### config.mk
export PLATFORM = sky130hd
export DESIGN_NAME = tim_oc_irq
export DESIGN_NICKNAME = d
export VERILOG_FILES = /design/src/include/tim_oc_pkg.sv /design/src/rtl/tim_oc_irq.sv /design/src/rtl/rst_sync.sv /design/src/rtl/oc_channel.sv
export SDC_FILE = /design/constraint.sdc
export NUM_CORES = 1
export LEC_CHECK = 0
export ABC_AREA = 1
export BUFFER_PORTS_ARGS = -buffer_cell sky130_fd_sc_hd__buf_2
export CAP_MARGIN = 20
export CORE_ASPECT_RATIO = 1.5
export CORE_MARGIN = 2
export CORE_UTILIZATION = 35
export DETAILED_ROUTE_END_ITERATION = 16
export HOLD_SLACK_MARGIN = 0.08
export PLACE_DENSITY_LB_ADDON = 0.2
export SETUP_SLACK_MARGIN = 0.3
export SLEW_MARGIN = 5
export SYNTH_ARGS = -nofsm -noshare
export SYNTH_HDL_FRONTEND = slang
export SYNTH_SLANG_ARGS = --single-unit
export TNS_END_PERCENT = 50
### constraint.sdc
create_clock -name sys_clk_i -period 1.64 [get_ports sys_clk_i]
set_input_delay 0.082 -clock sys_clk_i [delete_from_list [all_inputs] [get_ports sys_clk_i]]
set_output_delay 0.082 -clock sys_clk_i [all_outputs]
set_load 0.03 [all_outputs]
### src/include/tim_oc_pkg.sv
// shared constants and carrier types of the timer output-compare and interrupt block
package tim_oc_pkg;

	// channel count and widths
	localparam int NUM_CHAN = 4;
	localparam int CNT_W    = 16;
	localparam int PRESC_W  = 7;
	localparam int PSEL_W   = 3;
	localparam int CH3      = 3;

	// counter values
	localparam logic [CNT_W-1:0]   CNT_RESET   = 16'h0000;
	localparam logic [CNT_W-1:0]   CNT_MAX     = 16'hffff;
	localparam logic [CNT_W-1:0]   CNT_STEP    = 16'h0001;
	localparam logic [PRESC_W-1:0] PRESC_RESET = 7'h00;
	localparam logic [PRESC_W-1:0] PRESC_STEP  = 7'h01;
	localparam logic [PRESC_W:0]   DIV_ONE     = 8'h01;

	// compare action encoding of the {mode, level} pair
	localparam logic [1:0] ACT_NONE   = 2'h0;
	localparam logic [1:0] ACT_TOGGLE = 2'h1;
	localparam logic [1:0] ACT_CLEAR  = 2'h2;
	localparam logic [1:0] ACT_SET    = 2'h3;

	// reset values
	localparam logic                PIN_RESET   = 1'b0;
	localparam logic [NUM_CHAN-1:0] LATCH_RESET = 4'h0;
	localparam logic [NUM_CHAN-1:0] FLAG_RESET  = 4'h0;
	localparam logic [NUM_CHAN-1:0] PIN_VEC_RST = 4'h0;
	localparam logic                OVF_RESET   = 1'b0;

	// per-channel configuration bits
	typedef struct packed {
		logic chan_dir_select;
		logic compare_mode_bit;
		logic compare_level_bit;
		logic chan_irq_enable;
	} chan_cfg_t;

	// channel 3 override and counter-reset controls
	typedef struct packed {
		logic [NUM_CHAN-1:0] mask;
		logic [NUM_CHAN-1:0] data;
		logic                ch3_counter_reset_enable;
	} ch3_ctrl_t;

endpackage : tim_oc_pkg

### src/rtl/tim_oc_irq.sv
// four-channel 16-bit timer: counter, output compare, flags and interrupt requests
`timescale 1ns/1ns
module tim_oc_irq
(
	// clock and reset
	input  wire logic                                        sys_clk_i,
	input  wire logic                                        rst_b_i,
	// counter control
	input  wire logic                                        timer_enable_i,
	input  wire logic [tim_oc_pkg::PSEL_W-1:0]               prescale_select_i,
	input  wire logic                                        overflow_irq_enable_i,
	input  wire logic                                        overflow_flag_clear_i,
	// channel configuration and compare values
	input  wire tim_oc_pkg::chan_cfg_t [tim_oc_pkg::NUM_CHAN-1:0] chan_cfg_i,
	input  wire logic [tim_oc_pkg::NUM_CHAN-1:0][tim_oc_pkg::CNT_W-1:0] compare_value_i,
	input  wire logic [tim_oc_pkg::NUM_CHAN-1:0]             force_compare_bit_i,
	input  wire logic [tim_oc_pkg::NUM_CHAN-1:0]             chan_flag_clear_i,
	input  wire logic [tim_oc_pkg::NUM_CHAN-1:0]             capture_event_i,
	// channel 3 override and accumulator use of its pin
	input  wire tim_oc_pkg::ch3_ctrl_t                       ch3_ctrl_i,
	input  wire logic                                        pacc_enable_i,
	// general-purpose port bits of the channel pins
	input  wire logic [tim_oc_pkg::NUM_CHAN-1:0]             port_dir_i,
	input  wire logic [tim_oc_pkg::NUM_CHAN-1:0]             port_data_wr_i,
	input  wire logic [tim_oc_pkg::NUM_CHAN-1:0]             port_data_i,
	// counter and status
	output logic [tim_oc_pkg::CNT_W-1:0]                     counter_o,
	output logic [tim_oc_pkg::NUM_CHAN-1:0]                  chan_event_flag_o,
	output logic                                             overflow_flag_o,
	// interrupt requests
	output logic [tim_oc_pkg::NUM_CHAN-1:0]                  chan_irq_o,
	output logic                                             overflow_irq_o,
	// channel pins
	output logic [tim_oc_pkg::NUM_CHAN-1:0]                  chan_pin_o,
	output logic [tim_oc_pkg::NUM_CHAN-1:0]                  chan_pin_oe_o
);
	import tim_oc_pkg::*;

	logic                rst_b;
	logic [PRESC_W-1:0]  presc_q;
	logic [PRESC_W-1:0]  presc_d;
	logic [PRESC_W:0]    div_full;
	logic [PRESC_W-1:0]  div_mask;
	logic                tick;
	logic [CNT_W-1:0]    cnt_q;
	logic [CNT_W-1:0]    cnt_d;
	logic                wrap;
	logic                ch3_reset;
	logic [NUM_CHAN-1:0] dir;
	logic [NUM_CHAN-1:0] match;
	logic [NUM_CHAN-1:0] forced;
	logic [NUM_CHAN-1:0] oc_event;
	logic                ch3_event;
	logic [NUM_CHAN-1:0] override;
	logic [NUM_CHAN-1:0] oc_level;
	logic [NUM_CHAN-1:0] oc_ctrl;
	logic [NUM_CHAN-1:0] flag_set;
	logic [NUM_CHAN-1:0] flag_q;
	logic [NUM_CHAN-1:0] flag_d;
	logic                ovf_q;
	logic                ovf_d;
	logic [NUM_CHAN-1:0] latch_q;
	logic [NUM_CHAN-1:0] latch_d;
	logic [NUM_CHAN-1:0] pin_q;
	logic [NUM_CHAN-1:0] pin_d;
	logic [NUM_CHAN-1:0] oe_q;
	logic [NUM_CHAN-1:0] oe_d;

	rst_sync u_rst_sync
	(
		.sys_clk_i (sys_clk_i),
		.rst_b_i   (rst_b_i),
		.rst_b_o   (rst_b)
	);

	// prescaler: tick when the low sel bits of the free count are all ones
	assign div_full = DIV_ONE << prescale_select_i;
	assign div_mask = div_full[PRESC_W-1:0] - PRESC_STEP;
	assign tick     = timer_enable_i && ((presc_q & div_mask) == div_mask);
	assign presc_d  = timer_enable_i ? presc_q + PRESC_STEP : presc_q;

	// counter: wrap and channel 3 reset both land on zero
	assign wrap      = tick && (cnt_q == CNT_MAX);
	assign ch3_reset = match[CH3] && ch3_ctrl_i.ch3_counter_reset_enable;
	assign cnt_d     = !tick    ? cnt_q :
	                   ch3_reset ? CNT_RESET : cnt_q + CNT_STEP;

	always_ff @(posedge sys_clk_i or negedge rst_b)
	begin
		if (!rst_b)
		begin
			presc_q <= PRESC_RESET;
			cnt_q   <= CNT_RESET;
		end
		else
		begin
			presc_q <= presc_d;
			cnt_q   <= cnt_d;
		end
	end

	// compare decode; a match is judged once per counter value, on its tick
	genvar g;
	generate
		for (g = 0; g < NUM_CHAN; g++)
		begin : g_chan
			assign dir[g]      = chan_cfg_i[g].chan_dir_select;
			assign match[g]    = tick && dir[g] && (cnt_q == compare_value_i[g]);
			assign forced[g]   = dir[g] && force_compare_bit_i[g];
			assign oc_event[g] = match[g] || forced[g];
			assign override[g] = ch3_event && dir[g] && ch3_ctrl_i.mask[g];

			oc_channel u_oc_channel
			(
				.sys_clk_i       (sys_clk_i),
				.rst_b_i         (rst_b),
				.compare_event_i (oc_event[g]),
				.action_i        ({chan_cfg_i[g].compare_mode_bit,
				                   chan_cfg_i[g].compare_level_bit}),
				.override_i      (override[g]),
				.override_data_i (ch3_ctrl_i.data[g]),
				.level_o         (oc_level[g])
			);
		end
	endgenerate

	// a forced channel 3 compare also overrides, like a real one
	assign ch3_event = oc_event[CH3];

	// channel flags: only real matches or captures set them, never a force; a wrap sets the overflow flag
	assign flag_set = (match & dir) | (capture_event_i & ~dir);
	// set beats a clear arriving in the same cycle
	assign flag_d   = (flag_q & ~chan_flag_clear_i) | flag_set;
	assign ovf_d    = (ovf_q & ~overflow_flag_clear_i) | wrap;

	always_ff @(posedge sys_clk_i or negedge rst_b)
	begin
		if (!rst_b)
		begin
			flag_q <= FLAG_RESET;
			ovf_q  <= OVF_RESET;
		end
		else
		begin
			flag_q <= flag_d;
			ovf_q  <= ovf_d;
		end
	end

	// pin ownership: compare logic when connected or masked by channel 3
	generate
		for (g = 0; g < NUM_CHAN; g++)
		begin : g_pin
			if (g == CH3)
			begin : g_acc
				// an accumulator input must never be driven by compare logic
				assign oc_ctrl[g] = dir[g] && !pacc_enable_i &&
				                    (chan_cfg_i[g].compare_mode_bit ||
				                     chan_cfg_i[g].compare_level_bit ||
				                     ch3_ctrl_i.mask[g]);
			end
			else
			begin : g_std
				assign oc_ctrl[g] = dir[g] &&
				                    (chan_cfg_i[g].compare_mode_bit ||
				                     chan_cfg_i[g].compare_level_bit ||
				                     ch3_ctrl_i.mask[g]);
			end
		end
	endgenerate

	// port latch always stores; it only reaches the pin when compare lets go
	assign latch_d = (latch_q & ~port_data_wr_i) | (port_data_i & port_data_wr_i);
	assign pin_d   = (oc_ctrl & oc_level) | (~oc_ctrl & latch_q);
	assign oe_d    = oc_ctrl | port_dir_i;

	always_ff @(posedge sys_clk_i or negedge rst_b)
	begin
		if (!rst_b)
		begin
			latch_q <= LATCH_RESET;
			pin_q   <= PIN_VEC_RST;
			oe_q    <= PIN_VEC_RST;
		end
		else
		begin
			latch_q <= latch_d;
			pin_q   <= pin_d;
			oe_q    <= oe_d;
		end
	end

	// outputs; five request lines in all
	assign counter_o         = cnt_q;
	assign chan_event_flag_o = flag_q;
	assign overflow_flag_o   = ovf_q;
	assign chan_irq_o        = flag_q & {chan_cfg_i[3].chan_irq_enable,
	                                     chan_cfg_i[2].chan_irq_enable,
	                                     chan_cfg_i[1].chan_irq_enable,
	                                     chan_cfg_i[0].chan_irq_enable};
	assign overflow_irq_o    = ovf_q && overflow_irq_enable_i;
	assign chan_pin_o        = pin_q;
	assign chan_pin_oe_o     = oe_q;

	generate
		for (g = 0; g < NUM_CHAN; g++)
		begin : g_chk

		end
	endgenerate
endmodule : tim_oc_irq

### src/rtl/rst_sync.sv
// two-flop release synchroniser for the asynchronous active-low reset
`timescale 1ns/1ns
module rst_sync
(
	// clock and raw reset
	input  wire logic sys_clk_i,
	input  wire logic rst_b_i,
	// synchronised reset
	output logic      rst_b_o
);
	import tim_oc_pkg::*;

	logic meta_q;
	logic hold_q;

	// assertion is immediate, release waits two edges
	always_ff @(posedge sys_clk_i or negedge rst_b_i)
	begin
		if (!rst_b_i)
		begin
			meta_q <= 1'b0;
			hold_q <= 1'b0;
		end
		else
		begin
			meta_q <= 1'b1;
			hold_q <= meta_q;
		end
	end

	assign rst_b_o = hold_q;

endmodule : rst_sync

### src/rtl/oc_channel.sv
// output-compare level generator of one timer channel
`timescale 1ns/1ns
module oc_channel
(
	// clock and reset
	input  wire logic       sys_clk_i,
	input  wire logic       rst_b_i,
	// compare trigger and action
	input  wire logic       compare_event_i,
	input  wire logic [1:0] action_i,
	// channel 3 override
	input  wire logic       override_i,
	input  wire logic       override_data_i,
	// resulting output-compare level
	output logic            level_o
);
	import tim_oc_pkg::*;

	logic level_q;
	logic level_d;
	logic action_level;

	// set, clear or toggle; 00 leaves the level alone
	assign action_level = (action_i == ACT_TOGGLE) ? ~level_q :
	                      (action_i == ACT_CLEAR)  ? 1'b0 :
	                      (action_i == ACT_SET)    ? 1'b1 : level_q;

	// channel 3 data wins over the channel's own action
	assign level_d = override_i      ? override_data_i :
	                 compare_event_i ? action_level : level_q;

	always_ff @(posedge sys_clk_i or negedge rst_b_i)
	begin
		if (!rst_b_i)
			level_q <= PIN_RESET;
		else
			level_q <= level_d;
	end

	assign level_o = level_q;

endmodule : oc_channel

Word-level counts from Yosys, hierarchy flattened
Cells that the tools add are included.
- reductions and logical operators: 54
- divide/modulo/power cells: 0
- equal/unequal tests: 18
- shift operators: 1
- $lt $le $gt $ge: 0
- $add $sub $neg: 3
- multipliers: 0
- bitwise operators: 25
- mux-type cells: 21
- operators by type and width (operator ; count):
    $eq 16x16->1 ; 4
    $and 4x4->4 ; 8
    $logic_and 1x1->1 ; 29
    $mux 1 ; 20
    $or 4x4->4 ; 5
    $add 16x1->16 const B ; 1
    $eq 16x16->1 const B ; 1
    $eq 2x2->1 const B ; 8
    $mux 16 ; 1
    $not 4->4 ; 4
    $reduce_bool 4->1 ; 4
    $logic_or 1x1->1 ; 12
    $eq 2x1->1 const B ; 4
    $reduce_and 2->1 ; 4
    $reduce_bool 2->1 ; 4
    $add 7x1->7 const B ; 1
    $and 7x7->7 ; 1
    $eq 7x7->1 ; 1
    $shl 1x3->7 const A ; 1
    $sub 7x1->7 const B ; 1
    $not 1->1 ; 5
    $and 1x1->1 ; 1
    $logic_not 1->1 ; 1
    $or 1x1->1 ; 1
- ROM bits: 0
- latch bits: 0
- word-level logic and storage cells: 135
- input bits: 122
- memories kept: 0
- flip-flop bits (word level): 46
- memory bits (writable): 0
- output and inout port bits: 34

Longest topological paths before layout
- depth after elaboration: 12
- gate-level depth with buffers: 14
- depth with buffers taken out: 13

Hierarchy
From an unflattened synthesis, not the netlist that was laid out.
- cell total of the unflattened synthesis: 557
- area, all modules: 3613.5 um^2
- modules (own cells, without submodules) (module ; area an instance (um^2) ; times used ; cells each ; seq. area each (um^2)):
    tim_oc_irq ; 3279.4 ; 1 ; 510 ; 1001.0
    oc_channel ; 70.1 ; 4 ; 11 ; 25.0
    rst_sync ; 53.8 ; 1 ; 3 ; 50.0

Least setup slack after synthesis
Ideal clock, no wire load.
- path type: register to register
- start point: register cnt_q[4] (netlist: counter_o[4])
- end point: register g_chan[2].u_oc_channel.level_q
- period minus slack after synthesis: 1.745 ns
- buffers on the path: 1
- slack: -0.105 ns
- library setup time: 0.117 ns
- cell stages (with the launch flop): 15
- arrival: 1.628 ns
- data required time: 1.523 ns
- cell sequence: dfrtp_1 > buf_4 > inv_2 > nand2_1 > nand2_1 > nor2_1 > nand2_1 > nor2_1 > nand2_2 > o21bai_4 > nand2_2 > nand2_1 > nand2_1 > nand2_1 > nand2_1
- longest elaborated chain between the ends: 7
- elaborated cells between the ends (all ways): 12
- classes of those cells: eq/ne: 2; mux: 1; reduce/logical: 9
- ends and longest elaborated chain (element ; RTL line ; source):
    from (decl) ; tim_oc_irq.sv:45 ; logic [CNT_W-1:0] cnt_q;
    from (signal assigned) ; tim_oc_irq.sv:98 ; cnt_q <= cnt_d;
    $eq 16x16->1 ; tim_oc_irq.sv:108 ; assign match[g] = tick && dir[g] && (cnt_q == compare_value_i[g]);
    $logic_and 1x1->1 ; tim_oc_irq.sv:108 ;
    $logic_or 1x1->1 ; tim_oc_irq.sv:110 ; assign oc_event[g] = match[g] || forced[g];
    $logic_and 1x1->1 (2 in series) ; tim_oc_irq.sv:111 ; assign override[g] = ch3_event && dir[g] && ch3_ctrl_i.mask[g];
    $reduce_bool 4->1 (no line) / $reduce_bool 2->1 (equally long branches) ; n/a ;
    $reduce_and 2->1 (no line) ; n/a ;
    to (signal assigned) ; oc_channel.sv:37 ; level_q <= level_d;
    to (decl) ; oc_channel.sv:19 ; logic level_q;
Parallel ways exist; a longest one is shown, timed or not.
A chain may end at the register's enable or synchronous reset.

Worst setup path after layout
- start point: register cnt_q[8] (netlist: counter_o[8])
- end point: register g_chan[2].u_oc_channel.level_q
The elaborated chain is that of the path after synthesis.

==> flow_summary.yaml <==
synth:
  ys_ff_latch: 46
  synth_commonest_cells: "164 x nand2_1, 59 x inv_1, 57 x nor2_1"
  syn_avg_cell_area_sq_um: 6.74
  synth.largest_area_cell: "dfrtp_1"
  postSynth.asyncResetShare: 1.00
  yosys.area.top_type_share: 0.321
  synth-seq-area-share: 0.321
  ys_warn_count: 0
  ys.flop_type: "dfrtp_1"
  synth-edff-count: 0
  synth_cells: 532
  yosysUniqueCellTypes: 42
  synthTopCellsByArea: "dfrtp_1 32%, nand2_1 17%, inv_1 6.2%, nor2_1 6.0%, xnor2_1 5.1%"
  synth.most_common_cell: "nand2_1"
  syn_nets: 656
  synth_area_sq_mm: 0.00359
floorplan:
  fp.dieArea_sq_mm: 0.0111
  ios: 156
  die_h_um: 128
  rows: 45
  core_sq_mm: 0.0101
  die_x_um: 86.6
  initial_utilization: 0.356
placement:
  placed_cells: 871
  dp_hpwl_um: 9770
  portBuffers: 155
  dp_slack_ns: -0.164
  gp_congestion: 0.890
global_route:
  antenna_found_initial: 0
  grt_max_degree: 45
  grt_first_pass_wirelength_um: 18600
  grt-ovfl-total: 0
  first_global_vias: 4251
  grt_usage: 0.215
power_and_ir_drop:
  leakagePower_nw: 3.16
  vdd_drop_max_mv: 0.648
  p_per_area_mw_per_mm2: 1060
  p_total_w: 0.00629
worst_setup_path:
  cp_num_buf_inv: 2
  cp_top_family: "simple AND/OR/NAND/NOR gates"
  cp_slowest_cell: "dfrtp_2"
  critPathMaxFanout: 5
  startpoint_type: "register"
  cp-end-kind: "register"
  crit_arrival_ns: 2.01
  cpPeakStageDelay_ns: 0.43
  crit_required_ns: 1.82
  worst_path_most_repeated_cell: "nand2_1"
  path_class: "register to register"
  path_cells: "nor2_1, nor2_1, buf_4, nor2_2, nand2_1, nor2_2, nand2_2, o21bai_4, buf_12, nand2_4, nand2_1, nand2_1, nand2_1, nand2_1"
timing:
  fmax_mhz: 547
  finalSetupViolCount: 16
  fin_crit_ns: 1.83
  hold_slack_ns: 0.0799
  final.setup.tns_ns: -1.38
  slew_viol_final: 0
  min_period_over_period: 1.11
  skew_ns: 0.00634
  layout_setup_ws_ns: -0.188
  rsz0062_at_grt: "yes"
  final_hold_viol_count: 0
detailed_routing:
  top_layer: "met4"
  first_pass_iters: 4
  detail-route-antenna-nets: 0
  num_vias: 4325
  drtIter0Drc: 176
  dr_wl_met3_um: 589
  vias_per_cell: 4.70
  wl_met2_um: 6800
  postRouteWirelength_um: 12300
  drc_errors: 0
  wl_met1_um: 4660
  wl_per_cell_um: 13.4
cells_and_area:
  final_nets: 927
  diodes: 0
  drive_gt1_frac: 0.486
  area_delta_synth_final_pct: 65.2
  instances_no_fill: 921
cts:
  cts_tree: "built"
  root_buffer: "clkbuf_16"
  htreeDepth: 2
  numCtsBuffers: 5
  cts_buffer_depth: 2
  clk_pin_slew_ns: 0.07
  worstSkewPairLatency_ns: 0.29
  cts_sinks: 46
outcome:
  status: "complete, but fails checks"
  violations: "negative setup slack"
flow_run:
  cap_violations: 0
worst_hold_path:
  hp-class: "input port to register"
==> tightest hold or removal path, stage by stage <==
cell      delay [ns]
buf_2           0.10
inv_1           0.04
o221ai_1        0.10
==> per-stage QoR <==
stage	cell area, sq um	utilization
3_3_place_gp	5100	0.506
4_1_cts	5640	0.560
5_1_grt	5920	0.588
6_report	5920	0.588
3_5_place_dp	5100	0.506
2_1_floorplan	3690	-
==> path summary, 6_finish.rpt <==
check                                   startpoint                              to  slack (ns)  cells after the start
worst max-delay path                  counter_o[8]  g_chan[2].u_oc_channel.level_o       -0.19                     14
worst min-delay path            capture_event_i[2]            chan_event_flag_o[2]        0.08                      3
worst max register to register        counter_o[8]  g_chan[2].u_oc_channel.level_o       -0.19                     14
worst min register to register  u_rst_sync.rst_b_o                chan_pin_oe_o[2]        0.24                      1
max in group asynchronous       u_rst_sync.rst_b_o                   counter_o[10]        1.16                      1
min in group asynchronous                  rst_b_i              u_rst_sync.rst_b_o        0.10                      2
==> cells by family after synthesis <==
family | Yosys count | synth area share
AND/OR/NAND/NOR | 304 | 0.386
buffers and inverters | 89 | 0.106
AO/OA/AOI/OAI | 52 | 0.0830
flip-flops | 46 | 0.321
XOR/XNOR | 33 | 0.0806
multiplexers | 5 | 0.0154
adder cells (fa/ha/maj) | 2 | 0.00698
other | 1 | 0.00105
==> per-layer routing <==
| metal | track usage | vias up |
|---|---|---|
| met5 | 0 | - |
| met4 | 0.0662 | 0 |
| met3 | 0.0328 | 16 |
| met2 | 0.418 | 116 |
| met1 | 0.231 | 1986 |
| li1 | - | 2207 |
==> flip-flops by register name, indices dropped and copies added (netlist names), named ones only <==
signal and count:
counter_o 16, g_chan.u_oc_channel.level_o 4, chan_event_flag_o 4, u_rst_sync.rst_b_o 1, chan_pin_o 4, chan_pin_oe_o 4, overflow_flag_o 1, u_rst_sync.meta_q 1
presc_q 7
==> placed cells by master, fill, tap and decap left out, drive strengths merged, types with 2 or more instances in the layout <==
cell type,count
o211ai,2
ha,2
nor4,2
dfrtp,46
nor2,61
o221ai,2
o22ai,3
dlygate4sd3,22
nor3,14
nand3b,5
mux2,4
or2,6
o21ai,34
a21oi,8
clkbuf,5
buf,253
inv,76
clkinv,3
nand4,11
nand3,28
nand2,175
xnor2,21
xor2,12
==> power by group <==
group	internal, W	switching, W	leakage, nW	total (W)
logic	0.00164	0.00178	2.55	0.00342
clock network	0.000714	0.000461	0.0836	0.00118
registers	0.00141	0.000279	0.531	0.00169
total	0.00377	0.00252	3.16	0.00629
==> what timing repair did <==
action / 4_1_cts / 5_1_grt
endpoints found under the hold margin: 17 / 0
setup endpoints to repair: 25 / 26
hold buffers: 23 / 0
setup buffers: 5 / 14
resized for setup: 35 / 48
pin swaps: 26 / 37
==> layout make-up <==
class	instances	area, sq um
inverters	77	304
clock buffers	5	125
flip-flops and latches	46	1170
clock inverters	3	40.0
multi-input cells	397	2310
fillers	964	4150
repair buffers	276	1830
well taps	117	146
(Power assumes the default switching activity.)
